$ cat config.mk
export PLATFORM = sky130hd
export DESIGN_NAME = spg_guard
export DESIGN_NICKNAME = d
export VERILOG_FILES = /design/src/spg_pkg.sv /design/src/spg_guard.sv
export VERILOG_INCLUDE_DIRS = /design/src
export SDC_FILE = /design/constraint.sdc
export NUM_CORES = 1
export LEC_CHECK = 0
export BUFFER_PORTS_ARGS = -buffer_cell sky130_fd_sc_hd__buf_2
export CORE_MARGIN = 2
export CORE_UTILIZATION = 50
export DETAILED_ROUTE_END_ITERATION = 16
export GPL_TIMING_DRIVEN = 0
export PLACE_DENSITY = 0.89
export SYNTH_ARGS = -nofsm -noshare
export SYNTH_HDL_FRONTEND = slang
export SYNTH_SLANG_ARGS = --single-unit
$ cat constraint.sdc
create_clock -name i_mclk -period 4.82 [get_ports i_mclk]
set_clock_uncertainty 0.05 [all_clocks]
set_input_delay 0.723 -clock i_mclk [delete_from_list [all_inputs] [get_ports i_mclk]]
set_output_delay 0.723 -clock i_mclk [all_outputs]
set_load 0.005 [all_outputs]
$ cat src/spg_params.svh
// Offsets, field positions, reset values and timing counts for the guard
`ifndef SPG_PARAMS_SVH
`define SPG_PARAMS_SVH

`define SPG_ADDR_W        17
`define SPG_PAGE_W        10
`define SPG_DATA_W        32

// Register word byte addresses on the slave bus
`define SPG_OFF_CTRL      4'h0
`define SPG_OFF_LOCK      4'h4
`define SPG_OFF_FUSE      4'h8
`define SPG_OFF_STAT      4'hc

// Control register fields
`define SPG_CMD_LSB       0
`define SPG_CMD_W         7
`define SPG_CMD_ERASE     7'h03
`define SPG_CMD_WRITE     7'h05
`define SPG_CMD_LOAD      7'h01
`define SPG_CMD_CLRBUSY   7'h11
`define SPG_CMD_LOCKSET   7'h09

// Lock register fields, 1 means unprogrammed
`define SPG_LOCK_APP_LO   0
`define SPG_LOCK_APP_HI   1
`define SPG_LOCK_BOOT_LO  2
`define SPG_LOCK_BOOT_HI  3
`define SPG_LOCK_RESET    4'hf

// Fuse register: boot size code and vector placement
`define SPG_FUSE_RESET    2'h0
`define SPG_IVSEL_BIT     2

// Status bits
`define SPG_ST_BUSY       0
`define SPG_ST_ACTIVE     1
`define SPG_ST_REFUSED    2

// Arm window after the command write, in instruction cycles
`define SPG_ARM_CYCLES    3'h4

// Fixed concurrent / non-concurrent boundary as a word address
`define SPG_NONCONCURRENT_REGION_START    17'h1f000

// Page operation time and derived cycle count at 100 MHz
`define SPG_PROG_TIME_US  4500
`define SPG_CLK_MHZ       100
`define SPG_PROG_CYCLES   (`SPG_PROG_TIME_US * `SPG_CLK_MHZ)

`endif

$ cat src/spg_pkg.sv
// Types shared by the self-programming section guard
package spg_pkg;

  typedef struct packed {
    logic        store_req;
    logic        load_req;
    logic [16:0] pc;
    logic [16:0] target;
  } spg_op_type;

  typedef struct packed {
    logic stall;
    logic fetch_block;
    logic irq_mask;
    logic load_deny;
  } spg_gate_type;

  typedef enum logic [2:0] {
    SPG_IDLE = 3'b001,
    SPG_RWW  = 3'b010,
    SPG_HALT = 3'b100
  } spg_state_type;

endpackage

$ cat src/spg_guard.sv
// Self-programming section guard with Avalon-MM control registers
// What this block does
// - Programming starts only from boot region code
// - Boot code may target any flash page
// - Concurrent-region programming keeps core running
// - Non-concurrent programming halts the core
// - Boot region always inside non-concurrent region
// - Busy flag high while concurrent region blocked
// - Busy flag sticks until software clears
// - Boot size fuse sets boot boundary only
// - Boot locks only programmed; chip erase restores
// - General lock modes ignore self-programming
// - App locks unprogrammed: no app restriction
// - Lower app lock blocks stores to app
// - Upper app lock blocks boot loads of app
// - Upper app lock masks irqs in app when vectors in boot
// - Boot locks unprogrammed: no boot restriction
// - Lower boot lock blocks stores to boot
// - Upper boot lock blocks app loads of boot
// - Upper boot lock masks irqs in boot when vectors in app
// - Store must follow command within four cycles
`timescale 1ns/1ps
`include "spg_params.svh"
`default_nettype none

module spg_guard #(
  parameter int unsigned PROG_CYCLES = `SPG_PROG_CYCLES
) (
  input  wire logic                   i_mclk,
  input  wire logic                   i_rst_n,
  input  wire logic [3:0]             i_avs_address,
  input  wire logic                   i_avs_read,
  input  wire logic                   i_avs_write,
  input  wire logic [31:0]            i_avs_writedata,
  output logic      [31:0]            o_avs_readdata,
  output logic                        o_avs_waitrequest,
  input  wire spg_pkg::spg_op_type    i_op,
  input  wire logic                   i_core_step,
  input  wire logic                   i_chip_erase,
  input  wire logic [1:0]             i_general_lock,
  output spg_pkg::spg_gate_type       o_gate,
  output logic                        o_prog_start,
  output logic                        o_region_busy_flag
);

  typedef logic [16:0] spg_addr_type;

  // Boot region start for a boot size fuse code; four sizes.
  function automatic spg_addr_type boot_start(input logic [1:0] code);
    case (code)
      2'h0:    boot_start = 17'h1f000;
      2'h1:    boot_start = 17'h1f800;
      2'h2:    boot_start = 17'h1fc00;
      default: boot_start = 17'h1fe00;
    endcase
  endfunction

  function automatic logic in_boot(input spg_addr_type a,
                                   input logic [1:0] code);
    in_boot = (a >= boot_start(code));
  endfunction

  logic [`SPG_CMD_W-1:0]  cmd_q,  cmd_d;
  logic [2:0]             arm_q,  arm_d;
  logic [3:0]             lock_q, lock_d;
  logic [2:0]             fuse_q, fuse_d;
  logic                   busy_q, busy_d;
  logic                   refused_q, refused_d;
  logic [31:0]            cnt_q,  cnt_d;
  logic [31:0]            rdata_q;
  logic                   wait_q;
  logic                   start_q;
  spg_pkg::spg_state_type state_q, state_d;
  spg_pkg::spg_gate_type  gate_q, gate_d;

  // Bus decode
  wire logic bus_req     = i_avs_read | i_avs_write;
  wire logic bus_take    = bus_req & ~wait_q;
  wire logic wr_ctrl     = bus_take & i_avs_write &
                           (i_avs_address == `SPG_OFF_CTRL);
  wire logic wr_fuse     = bus_take & i_avs_write &
                           (i_avs_address == `SPG_OFF_FUSE);

  // Region classification of executing code and target
  wire logic [1:0] bsz   = fuse_q[1:0];
  wire logic pc_boot     = in_boot(i_op.pc, bsz);
  wire logic tgt_boot    = in_boot(i_op.target, bsz);
  // Concurrent boundary is fixed, boot start never below it
  wire logic tgt_nonconcurrent_region    = (i_op.target >= `SPG_NONCONCURRENT_REGION_START);
  wire logic ivec_boot   = fuse_q[`SPG_IVSEL_BIT];

  wire logic app_lo      = lock_q[`SPG_LOCK_APP_LO];
  wire logic app_hi      = lock_q[`SPG_LOCK_APP_HI];
  wire logic boot_lo     = lock_q[`SPG_LOCK_BOOT_LO];
  wire logic boot_hi     = lock_q[`SPG_LOCK_BOOT_HI];

  // General lock modes are not consulted here
  wire logic general_unused = ^i_general_lock;

  // Store permission: app lower lock / boot lower lock
  wire logic store_lock_ok = tgt_boot ? boot_lo
                                      : app_lo;
  wire logic cmd_page    = (cmd_q == `SPG_CMD_ERASE) |
                           (cmd_q == `SPG_CMD_WRITE);
  wire logic cmd_armed   = (arm_q != 3'h0);
  // Lower locks guard flash pages, not lock or flag commands
  wire logic store_ok    = i_op.store_req & cmd_armed & pc_boot &
                           (~cmd_page | store_lock_ok) &
                           (state_q == spg_pkg::SPG_IDLE);
  wire logic prog_go     = store_ok & cmd_page;
  wire logic store_bad   = i_op.store_req & ~store_ok;
  wire logic lock_go     = store_ok & (cmd_q == `SPG_CMD_LOCKSET);
  wire logic clr_go      = store_ok & (cmd_q == `SPG_CMD_CLRBUSY);

  // Load permission across regions
  wire logic load_deny   = i_op.load_req &
                           ((pc_boot & ~tgt_boot & ~app_hi) |
                            (~pc_boot & tgt_boot & ~boot_hi));

  // Interrupt masking by upper locks
  wire logic irq_mask    = (~app_hi & ivec_boot & ~pc_boot) |
                           (~boot_hi & ~ivec_boot & pc_boot);
  // Unprogrammed locks give no restriction on either path

  wire logic prog_done   = (state_q != spg_pkg::SPG_IDLE) &
                           (cnt_q == 32'h0);

  always_comb begin
    state_d   = state_q;
    cnt_d     = cnt_q;
    busy_d    = busy_q;
    cmd_d     = cmd_q;
    arm_d     = arm_q;
    lock_d    = lock_q;
    fuse_d    = fuse_q;
    refused_d = refused_q;
    if (arm_q != 3'h0 && i_core_step) begin
      arm_d = arm_q - 3'h1;
    end
    if (wr_ctrl) begin
      cmd_d = i_avs_writedata[`SPG_CMD_LSB +: `SPG_CMD_W];
      arm_d = `SPG_ARM_CYCLES;
      if (i_avs_writedata[31]) begin
        refused_d = 1'b0;
      end
    end
    if (wr_fuse) begin
      fuse_d = i_avs_writedata[2:0];
    end
    if (store_bad) begin
      refused_d = 1'b1;
    end
    if (lock_go) begin
      // Bits may only go from 1 to 0
      lock_d = lock_q & i_op.target[3:0];
      arm_d  = 3'h0;
    end
    if (clr_go) begin
      if (state_q == spg_pkg::SPG_IDLE) begin
        busy_d = 1'b0;
      end
      arm_d = 3'h0;
    end
    if (i_chip_erase) begin
      lock_d = `SPG_LOCK_RESET;
    end
    case (state_q)
      spg_pkg::SPG_IDLE: begin
        if (prog_go) begin
          cnt_d = PROG_CYCLES - 1;
          arm_d = 3'h0;
          if (tgt_nonconcurrent_region) begin
            state_d = spg_pkg::SPG_HALT;
          end else begin
            state_d = spg_pkg::SPG_RWW;
            busy_d  = 1'b1;
          end
        end
      end
      spg_pkg::SPG_RWW, spg_pkg::SPG_HALT: begin
        if (prog_done) begin
          state_d = spg_pkg::SPG_IDLE;   // busy keeps its value
        end else begin
          cnt_d = cnt_q - 32'h1;
        end
      end
      default: begin
        state_d = spg_pkg::SPG_IDLE;
      end
    endcase
  end

  always_comb begin
    gate_d.stall       = (state_d == spg_pkg::SPG_HALT);
    // Core obeys this only by convention; fetch is flagged
    gate_d.fetch_block = busy_d;
    gate_d.irq_mask    = irq_mask | (state_d == spg_pkg::SPG_HALT);
    gate_d.load_deny   = load_deny | general_unused & 1'b0;
  end

  always_ff @(posedge i_mclk or negedge i_rst_n) begin
    if (!i_rst_n) begin
      state_q   <= spg_pkg::SPG_IDLE;
      cnt_q     <= 32'h0;
      busy_q    <= 1'b0;
      cmd_q     <= 7'h00;
      arm_q     <= 3'h0;
      lock_q    <= `SPG_LOCK_RESET;
      fuse_q    <= 3'h0;
      refused_q <= 1'b0;
      gate_q    <= '0;
      start_q   <= 1'b0;
    end else begin
      state_q   <= state_d;
      cnt_q     <= cnt_d;
      busy_q    <= busy_d;
      cmd_q     <= cmd_d;
      arm_q     <= arm_d;
      lock_q    <= lock_d;
      fuse_q    <= fuse_d;
      refused_q <= refused_d;
      gate_q    <= gate_d;
      start_q   <= prog_go;
    end
  end

  // One wait cycle per access; data returns when waitrequest drops
  wire logic [31:0] rd_mux =
    (i_avs_address == `SPG_OFF_CTRL) ? {25'h0, cmd_q} :
    (i_avs_address == `SPG_OFF_LOCK) ? {28'h0, lock_q} :
    (i_avs_address == `SPG_OFF_FUSE) ? {29'h0, fuse_q} :
    (i_avs_address == `SPG_OFF_STAT) ?
      {29'h0, refused_q, (state_q != spg_pkg::SPG_IDLE), busy_q} :
      32'h0;

  always_ff @(posedge i_mclk or negedge i_rst_n) begin
    if (!i_rst_n) begin
      wait_q  <= 1'b1;
      rdata_q <= 32'h0;
    end else begin
      wait_q  <= ~(bus_req & wait_q);
      rdata_q <= (bus_req & wait_q) ? rd_mux : rdata_q;
    end
  end

  assign o_avs_readdata     = rdata_q;
  assign o_avs_waitrequest  = wait_q;
  assign o_gate             = gate_q;
  assign o_prog_start       = start_q;
  assign o_region_busy_flag = busy_q;

endmodule // spg_guard

`default_nettype wire

* Word-level counts from Yosys, hierarchy flattened
Index checks and enable logic that the tools add are counted.
** Operators by class
- Equal/unequal tests :: 16
- Bitwise logic cells :: 39
- Add/sub/neg operators :: 2
- Reductions and logical operators :: 12
- Shift operators :: 0
- Multiplexer cells :: 29
- Div/mod/pow operators :: 0
- $mul :: 0
- Magnitude comparators :: 3
** Operators with widths (number)
- two-way mux 32 bit :: 2
- case mux 32 bit (2 select lines) :: 1
- case mux 12 bit (3 select lines) :: 1
- >= comparator 17 bit :: 2
- two-way mux 3 bit :: 11
- zero test 32 bit :: 1
- subtractor 32 x 1 -> 32 bit (second input constant) :: 1
- bitwise AND 1 bit :: 23
- >= comparator 17 bit (second input constant) :: 1
- two-way mux 4 bit :: 3
- two-way mux 1 bit :: 9
- inverter 1 bit :: 9
- equality test 4 bit (second input constant) :: 2
- nonzero test 2 bit :: 4
- equality test 7 x 2 -> 1 bit (second input constant) :: 1
- equality test 7 x 3 -> 1 bit (second input constant) :: 1
- equality test 7 x 4 -> 1 bit (second input constant) :: 1
- equality test 7 x 5 -> 1 bit (second input constant) :: 1
- two-way mux 7 bit :: 1
- equality test 3 bit (second input constant) :: 2
- OR 1 bit :: 6
- case mux 3 bit (2 select lines) :: 1
- bitwise AND 4 bit :: 1
- equality test 4 x 3 -> 1 bit (second input constant) :: 1
- other kinds (14) :: 15
** Storage, ports and cells
- RAM bits :: 0
- ROM bits :: 0
- Bits in latches :: 0
- Memories :: 0
- Output and inout port bits :: 39
- Logic and storage cells :: 115
- Input port bits :: 80
- Register bits after elaboration :: 91

* Longest topological paths before layout
Gate-level depths: netlist of the first run.
- Word-level depth :: 12
- Depth in mapped cells :: 11
- Gate-level depth less buffers :: 9

* Worst setup path after synthesis of the first run
Ideal clock, no wire load.
- Kind :: reg-to-reg
- Start :: register cnt_q[0]
- End :: register cnt_q[28]
- Arrival :: 2735 ps
- Data required time :: 4651 ps
- Library setup time :: 119 ps
- Period minus slack after synthesis :: 2904 ps
- Slack :: 1916 ps
- Stages on the path, launching flop included :: 10
- Path buffers :: 1
- Cell sequence :: dfrtp_1 inv_1 ha_1 or3b_2 or3_1 or4_4 buf_6 or4_4 o21a_1 o21ba_1
** Between the ends
- Cells in the longest elaborated chain, start to end :: 4
- Elaborated cells between the ends (all ways) :: 7
- Classes of those cells :: add/sub: 1; eq/ne: 1; mux: 2; bitwise: 1; reduce/logical: 2
** RTL lines
- start, declared :: line spg_guard.sv:69 : logic [31:0] cnt_q, cnt_d;
- start signal, assigned :: line spg_guard.sv:215 : cnt_q <= cnt_d;
- parallel branches: the longest is 4 deep, another holds subtractor 32 x 1 -> 32 bit
Parallel ways; which one is timed is not known. The select of a mux whose other input is x is not followed.
A chain may end at the register's enable or synchronous reset.

* Final worst setup path of the first run
- Start :: register cnt_q[6]
- End :: register cnt_q[10]
The elaborated chain is that of the path after synthesis.

==> impl_results.rst, run 1 <==
.. list-table::
   :header-rows: 1

   * - Metric
     - Value
   * - Crit. Startpoint
     - cnt_q[6]$_DFFE_PN0P_
   * - Worst hold path type
     - primary input to async pin
   * - Final count of pins violating max slew
     - 0
   * - Number of distinct library cell variants in the gate-level netlist after synthesis
     - 56
   * - P per Cell Area
     - ~290 mW/mm^2
   * - Overall die area
     - 0.00882 sq mm
   * - Number of failing setup endpoints in the final timing report
     - 0
   * - Flip-flop and latch count after synthesis
     - between 60 and 70
   * - Async set or reset register ratio after synthesis
     - 1.00
   * - Die Y-Extent
     - 93.9 microns
   * - Global-route wire length before repair
     - around 17000 microns
   * - Peak supply drop
     - approximately 0.20 mV
   * - Effective utilization at floorplan
     - 0.520
   * - Adder and majority gate portion of the synthesized area
     - 0.0279
   * - Buffer and inverter count on the worst path
     - 1
   * - Final worst path period share
     - 0.711
   * - Clk root buf
     - sky130_fd_sc_hd__clkbuf_8
   * - Final setup slack of the worst path
     - 1.39 ns
   * - HPWL after DPL
     - 7680 microns
   * - Setup slack of the most critical reg-to-reg path
     - around 1.4 ns
   * - Data arrival at the endpoint of the critical path
     - roughly 3.6 ns
   * - Post-synthesis xor/xnor area fraction
     - 0.00867
   * - Crit-path slowest cell
     - sky130_fd_sc_hd__nor4_1
   * - Count of flip-flops with a built-in enable after synthesis
     - 0
   * - Simple logic cell fraction of the synthesized area
     - 0.255
   * - Number of instances in the synthesized netlist
     - 436
   * - Post-layout utilization of the core
     - 0.619
   * - Leading cell types in the layout, fill and taps excluded
     - 67 x sky130_fd_sc_hd__buf_2, 60 x sky130_fd_sc_hd__dfrtp_1, 35 x sky130_fd_sc_hd__nand2_1
   * - Max-cap viol count
     - 0
   * - Critical Path Max Stage Delay
     - approximately 0.65 ns
   * - Total negative setup slack
     - 0 ns
   * - Top_reg_cell synth
     - sky130_fd_sc_hd__dfrtp_1
   * - Resized Gates After CTS
     - 0
   * - Global-route usage over all layers
     - 0.249
   * - Launch instance of the worst register-to-register path
     - cnt_q[6]$_DFFE_PN0P_
   * - Sinks on the clock net
     - 66
   * - Count of standard-cell rows
     - 32
   * - Data required time of the critical path
     - roughly 5 ns
   * - Iteration-0 DRC count of the detailed router
     - 242
   * - Setup repair after global routing missed its margin
     - no
   * - Number of antenna-violating nets in the routed design
     - 0
   * - Share of post-route cells with drive strength above 1
     - 0.258
   * - H-tree depth
     - 3
   * - End of the worst register-to-register path
     - cnt_q[10]$_DFFE_PN0P_
   * - Weighted congestion at the end of routability-driven global placement
     - 0.888
   * - Maximum number of pins on one net before global-route repair
     - 67
   * - Total global routing overflow
     - 0
   * - Number of optimization iterations in the first detailed-route pass
     - 5
   * - Number of vias per cell after detailed routing
     - roughly 6.0
   * - Sequential area share after synthesis
     - 0.411
   * - Routed WL per cell
     - about 16 microns
   * - Number of buffers on the longest clock path
     - 2
   * - TritonCTS clock tree
     - yes
   * - Post-layout min period
     - between 3 and 4 ns
   * - Number of top-level pins
     - between 100 and 150
   * - Largest family of logic cells by synthesized area
     - simple AND/OR/NAND/NOR gates
   * - Post-layout net count
     - 626
   * - Slew of the pin with the lowest slew margin
     - 0.814 ns
   * - Static power due to leakage
     - about 2.1 nW
   * - Capture point of the worst path
     - cnt_q[10]$_DFFE_PN0P_
   * - Number of fill cells
     - ~660
   * - Count of hold buffers inserted by post-cts repair
     - 0
   * - Outcome
     - completed
   * - Crit path kind
     - flop to flop
   * - Post-Synthesis Mean Instance Area
     - just over 9 sq um
   * - Number of buffers created by CTS
     - 9
   * - Clock-pin transition on the worst setup and hold timing paths
     - around 0.080 ns
   * - Worst-Skew Late Latency
     - roughly 0.36 ns
   * - Fmax
     - roughly 290 MHz
   * - Vias in the first global route
     - between 3k and 4k
   * - I/O Buffers
     - 66
   * - Core Footprint
     - 0.00777 sq mm
   * - Routed wire length
     - approximately 10000 microns
   * - Final hold violations
     - 0
   * - Number of antenna diodes
     - 0
   * - R2R cell count
     - 7
   * - Vias post-DR
     - 3888
   * - Nature of the critical path startpoint
     - flop
   * - Fraction of synthesized area in multiplexers
     - 0.0461
   * - Post-layout power
     - about 1.4 mW
   * - Kind of cell with the highest combined delay on the critical path
     - simple AND/OR/NAND/NOR gates
   * - Synthesized-area fraction occupied by ao, oa, aoi and oai cells
     - 0.169
   * - Commonest non-fill, non-tap cell in the layout
     - sky130_fd_sc_hd__buf_2
   * - Relative slew slack
     - 0.457
   * - DRC violations left
     - 0
   * - Synthesized area
     - about 0.0040 sq mm
   * - Maximum fanout along the worst path
     - 10
   * - Critical path endpoint category
     - flop
   * - Synth warn
     - 0
   * - Cells along the critical path
     - nor4_1 -> nand2_1 -> nor3_1 -> nand3_1 -> clkbuf_1 -> a311oi_1 -> nor2_1
   * - Number of antenna violations at the first check in global routing
     - 0
   * - Place WS
     - 1.37 ns
   * - Post-CTS setup buffers
     - 0
   * - Die Wd
     - around 94 microns
   * - CP Depth
     - 7
   * - Area delta synth->final
     - 19.0%
==> final cells by class <==
cell class | count | area, sq um | share of cell area
buffer | 47 | 284 | 0.0591
clock buffer | 9 | 124 | 0.0258
clock inverter | 7 | 93.8 | 0.0195
inverter | 13 | 48.8 | 0.0101
multi-input combinational | 334 | 2140 | 0.445
sequential | 66 | 1660 | 0.345
tap | 102 | 128 | 0.0265
timing repair buffer | 66 | 333 | 0.0692
==> kinds of logic after synthesis <==
group	count (synthesis)
flip-flops	66
AND/OR/NAND/NOR	181
buffers and inverters	60
other	1
AO/OA/AOI/OAI	99
adder cells (fa/ha/maj)	9
multiplexers	16
XOR/XNOR	4
==> cell usage after synthesis (all sizes together) (4+ instances only) <==
cell type	count	area share
a21oi	7	0.0087
a311oi	12	0.026
a31oi	4	0.0062
and2	7	0.011
buf	31	0.055
clkbuf	16	0.015
dfrtp	60	0.37
dfstp	6	0.039
ha	9	0.028
inv	13	0.012
mux2	11	0.031
mux2i	4	0.0099
nand2	35	0.033
nand2b	9	0.014
nand3	9	0.011
nor2	31	0.029
nor2b	6	0.0093
nor3	20	0.025
nor4	11	0.017
nor4b	11	0.025
o211ai	21	0.039
o21a	4	0.0074
o21ai	29	0.036
or2	4	0.0062
or3	4	0.0074
or4	19	0.038
==> power by group <==
group	total (mW)	leakage (nW)	switching (mW)	internal [mW]
clock	0.523	0.105	0.233	0.290
combinational	0.245	1.19	0.125	0.119
sequential	0.631	0.788	0.0356	0.596
==> worst min path at each step <==
stage                                    endpoint  slack [ns]  cells past startpoint
CTS                          cnt_q[7]$_DFFE_PN0P_        0.44                      1
global route                 cnt_q[8]$_DFFE_PN0P_        0.47                      1
detailed placement  o_avs_readdata[3]$_DFFE_PN0P_        0.41                      2
global placement    o_avs_readdata[3]$_DFFE_PN0P_        0.41                      2
finish                       cnt_q[7]$_DFFE_PN0P_        0.39                      1
floorplan                      arm_q[0]$_DFF_PN0_        0.38                      0
==> metal layers <==
| metal | share of wire | track usage | up-vias |
|---|---|---|---|
| met5 | 0 | 0 | - |
| met4 | 0.033 | 0.110 | 0 |
| met3 | 0.071 | 0.0449 | 45 |
| met2 | 0.50 | 0.430 | 199 |
| met1 | 0.40 | 0.302 | 1848 |
| li1 | - | - | 1796 |
==> registers in the layout (all words and copies together), names as in the netlist <==
name               count
o_avs_waitrequest      1
cnt_q                 32
refused_q              1
o_prog_start           1
state_q                3
o_gate                 4
cmd_q                  7
fuse_q                 3
o_avs_readdata         7
arm_q                  3
lock_q                 4
==> per-stage QoR <==
stage          cells  area [sq um]  hold WS, ns
2_1_floorplan    460          4130        0.377
3_3_place_gp     628          4590        0.409
3_5_place_dp     628          4590        0.415
4_1_cts          644          4810        0.438
5_1_grt          644          4810        0.465
6_report         644          4810        0.392
Note: power is estimated with default switching activity, not from simulation.
==> run 2, diff against run 1 <==
--- a/config.mk
+++ b/config.mk
@@ -6,12 +6,13 @@
 export SDC_FILE = /design/constraint.sdc
 export NUM_CORES = 1
 export LEC_CHECK = 0
+export ABC_AREA = 1
 export BUFFER_PORTS_ARGS = -buffer_cell sky130_fd_sc_hd__buf_2
 export CORE_MARGIN = 2
 export CORE_UTILIZATION = 50
 export DETAILED_ROUTE_END_ITERATION = 16
 export GPL_TIMING_DRIVEN = 0
-export PLACE_DENSITY = 0.89
+export PLACE_DENSITY = 0.88
 export SYNTH_ARGS = -nofsm -noshare
 export SYNTH_HDL_FRONTEND = slang
 export SYNTH_SLANG_ARGS = --single-unit
==> constraint.sdc (replaced) <==
create_clock -name i_mclk -period 3.5 [get_ports i_mclk]
set_clock_uncertainty 0.05 [all_clocks]
set_input_delay 0.525 -clock i_mclk [delete_from_list [all_inputs] [get_ports i_mclk]]
set_output_delay 0.525 -clock i_mclk [all_outputs]
set_load 0.005 [all_outputs]
==> impl_results.rst, run 2 <==
.. list-table::
   :header-rows: 1

   * - Metric
     - Value
   * - Placed cell count
     - 831 (+32%)
   * - Number of instances in the synthesized netlist
     - 632 (+45%)
   * - Iteration-0 DRC count of the detailed router
     - 221 (-8.7%)
   * - Number of top-level pins
     - 119 (unchanged)
   * - End of the worst register-to-register path
     - cnt_q[4]$_DFFE_PN0P_
   * - TritonCTS clock tree
     - yes
   * - Synth warn
     - 0 (unchanged)
   * - Total global routing overflow
     - 0 (unchanged)
   * - Synthesized area
     - 0.00439 sq mm (+8.7%)
   * - H-tree depth
     - 3 (unchanged)
   * - Post-layout net count
     - 823 (+31%)
   * - Final count of pins violating max slew
     - 0 (unchanged)
   * - Number of antenna violations at the first check in global routing
     - 0 (unchanged)
   * - Effective utilization at floorplan
     - 0.509 (-0.0116)
   * - Leading cell types in the layout, fill and taps excluded
     - 184 x sky130_fd_sc_hd__nand2_1, 103 x sky130_fd_sc_hd__nor2_1, 74 x sky130_fd_sc_hd__buf_2
   * - Share of post-route cells with drive strength above 1
     - 0.198 (-0.0607)
   * - Die Wd
     - 97.7 microns (+4.1%)
   * - Commonest non-fill, non-tap cell in the layout
     - sky130_fd_sc_hd__nand2_1
   * - Area delta synth->final
     - 17.4%
   * - Routed WL per cell
     - 12.6 microns (-22%)
   * - Clk root buf
     - sky130_fd_sc_hd__clkbuf_8
   * - Number of buffers created by CTS
     - 9 (unchanged)
   * - Top cells by area, synth
     - sky130_fd_sc_hd__dfrtp_1 34%, sky130_fd_sc_hd__nand2_1 16%, sky130_fd_sc_hd__nor2_1 8.8%
   * - Vias in the first global route
     - 4266 (+11%)
   * - Data required time of the critical path
     - 3.69 ns (-1.32 ns)
   * - Async set or reset register ratio after synthesis
     - 1.00 (unchanged)
   * - P per Cell Area
     - 354 mW/mm^2 (+22%)
   * - Number of vias per cell after detailed routing
     - 5.01 (-17%)
   * - Vias post-DR
     - 4245 (+9.2%)
   * - Peak supply drop
     - 0.250 mV (+27%)
   * - Number of buffers on the longest clock path
     - 2 (unchanged)
   * - Synth cell count leaders
     - 184 x sky130_fd_sc_hd__nand2_1, 103 x sky130_fd_sc_hd__nor2_1, 71 x sky130_fd_sc_hd__nand3_1
   * - Post-Synthesis Mean Instance Area
     - 6.95 sq um (-25%)
   * - Number of failing setup endpoints in the final timing report
     - 0 (unchanged)
   * - Worst-Skew Late Latency
     - 0.35 ns (about the same)
   * - Fmax
     - 422 MHz (+45%)
   * - Sinks on the clock net
     - 66 (unchanged)
   * - Top-count cell post-synth
     - sky130_fd_sc_hd__nand2_1
   * - Die Y-Extent
     - 97.7 microns (+4.1%)
   * - HPWL after DPL
     - 8330 microns (+8.4%)
   * - Slew of the pin with the lowest slew margin
     - 0.834 ns (+0.0200 ns)
   * - Setup repair after global routing missed its margin
     - no
   * - Maximum fanout along the worst path
     - 10 (unchanged)
   * - Flip-flop count of the largest register, all copies and words added
     - 32 (unchanged)
   * - Overall die area
     - 0.00955 sq mm (+8.3%)
   * - Proportion of netlist area held by the largest area contributor
     - 0.342 (-0.0298)
   * - Maximum number of pins on one net before global-route repair
     - 67 (unchanged)
   * - Core Footprint
     - 0.00864 sq mm (+11%)
   * - Post-CTS setup buffers
     - 0 (unchanged)
   * - Number of optimization iterations in the first detailed-route pass
     - 5 (unchanged)
   * - Global-route wire length before repair
     - 18600 microns (+7.1%)
   * - Launch instance of the worst register-to-register path
     - cnt_q[0]$_DFFE_PN0P_
   * - Count of flip-flops with a built-in enable after synthesis
     - 0 (unchanged)
   * - Total negative setup slack
     - 0 ns (unchanged)
   * - Weighted congestion at the end of routability-driven global placement
     - 0.904 (+1.8%)
   * - Data arrival at the endpoint of the critical path
     - 2.56 ns (-1.06 ns)
   * - Count of hold buffers inserted by post-cts repair
     - 0 (unchanged)
   * - Flip-flop and latch count after synthesis
     - 66 (unchanged)
   * - I/O Buffers
     - 67 (+1.5%)
   * - Number of distinct library cell variants in the gate-level netlist after synthesis
     - 39 (-30%)
   * - Critical path endpoint category
     - flop
   * - Crit path kind
     - flop to flop
   * - Number of antenna diodes
     - 0 (unchanged)
   * - Final hold violations
     - 0 (unchanged)
   * - Outcome
     - completed
   * - Routed wire length
     - 10700 microns (+2.3%)
   * - DRC violations left
     - 0 (unchanged)
   * - Resized Gates After CTS
     - 0 (unchanged)
   * - Register with the most flip-flops
     - cnt_q
   * - Static power due to leakage
     - 3.19 nW (+53%)
   * - Crit. Startpoint
     - cnt_q[0]$_DFFE_PN0P_
   * - Final Non-Filler Cells
     - 847 (+32%)
   * - Clock-pin transition on the worst setup and hold timing paths
     - 0.07 ns (about the same)
   * - Nature of the critical path startpoint
     - flop
   * - Count of standard-cell rows
     - 34 (+6.3%)
   * - Setup slack of the most critical reg-to-reg path
     - 1.13 ns (-0.26 ns)
   * - Sequential area share after synthesis
     - 0.378 (-0.0329)
   * - Max-cap viol count
     - 0 (unchanged)
   * - Capture point of the worst path
     - cnt_q[4]$_DFFE_PN0P_
   * - Relative slew slack
     - 0.444 (-0.0133)
   * - Global-route usage over all layers
     - 0.236 (-0.0132)
   * - Largest area contributor in the synthesized netlist
     - sky130_fd_sc_hd__dfrtp_1
   * - R2R cell count
     - 12 (+5)
   * - Number of antenna-violating nets in the routed design
     - 0 (unchanged)
   * - Post-layout min period
     - 2.37 ns (-1.06 ns)
   * - Worst hold path type
     - primary input to async pin
   * - Final worst path period share
     - 0.676 (-0.0352)
   * - Top_reg_cell synth
     - sky130_fd_sc_hd__dfrtp_1
==> run 2: worst min path at each step <==
stage	slack, ns	endpoint	cells after the start
3_3_place_gp	0.40	lock_q[1]$_DFFE_PN1P_	2
3_5_place_dp	0.41	lock_q[1]$_DFFE_PN1P_	2
2_1_floorplan	0.18	arm_q[0]$_DFF_PN0_	0
4_1_cts	0.25	o_gate[0]$_DFF_PN0_	1
5_1_grt	0.28	o_gate[0]$_DFF_PN0_	1
6_report	0.21	o_gate[0]$_DFF_PN0_	1
==> run 2: worst max-delay path: stages (launching register included) <==
cell                      delay (ns)
sky130_fd_sc_hd__dfrtp_1        0.39
sky130_fd_sc_hd__inv_1          0.12
sky130_fd_sc_hd__ha_1           0.30
sky130_fd_sc_hd__inv_1          0.12
sky130_fd_sc_hd__nor2_2         0.25
sky130_fd_sc_hd__nand2_2        0.12
sky130_fd_sc_hd__inv_2          0.08
sky130_fd_sc_hd__nand3_1        0.09
sky130_fd_sc_hd__nor2_1         0.21
sky130_fd_sc_hd__a21oi_2        0.13
sky130_fd_sc_hd__buf_2          0.22
sky130_fd_sc_hd__nand3_1        0.10
sky130_fd_sc_hd__nand2_1        0.06
==> run 2: area by class of cell <==
type                       count  area [sq um]
fill                         802          3480
multi-input combinational    486          2300
clock buffer                  14           163
clock inverter                 2          37.5
inverter                      64           240
timing repair buffer          67           338
tap                          108           135
sequential                    66          1660
buffer                        40           284
==> run 2: per-stage QoR <==
stage | hold WS, ns | area, sq um | power, mW | setup slack, ns | util
6_report | 0.210 | 5150 | 1.83 | 1.13 | 0.597
5_1_grt | 0.278 | 5150 | 1.92 | 0.906 | 0.597
4_1_cts | 0.246 | 5150 | 1.84 | 1.17 | 0.597
3_5_place_dp | 0.413 | 4950 | 1.17 | 1.08 | 0.574
3_3_place_gp | 0.399 | 4950 | 1.14 | 1.11 | 0.573
2_1_floorplan | 0.179 | 4480 | 1.06 | 1.41 | -
==> run 2: per-layer routing <==
layer | vias up | part of all wire | track usage
li1 | 2145 | - | -
met2 | 137 | 0.49 | 0.418
met1 | 1939 | 0.42 | 0.284
met5 | - | 0 | 0
met4 | 0 | 0.022 | 0.0823
met3 | 24 | 0.060 | 0.0489
==> run 2: power breakdown <==
part	internal [mW]	switching, mW	leakage (nW)	total [mW]
combinational	0.134	0.174	2.22	0.308
sequential	0.813	0.0361	0.867	0.849
clock	0.369	0.298	0.0969	0.667
==> run 2: cells by family after synthesis <==
group	share of synthesized area
simple gates	0.383
fa+ha+maj	0.0256
flops	0.378
buf+inv	0.119
compound gates	0.0553
xor+xnor	0.0379
other cells	0.000854
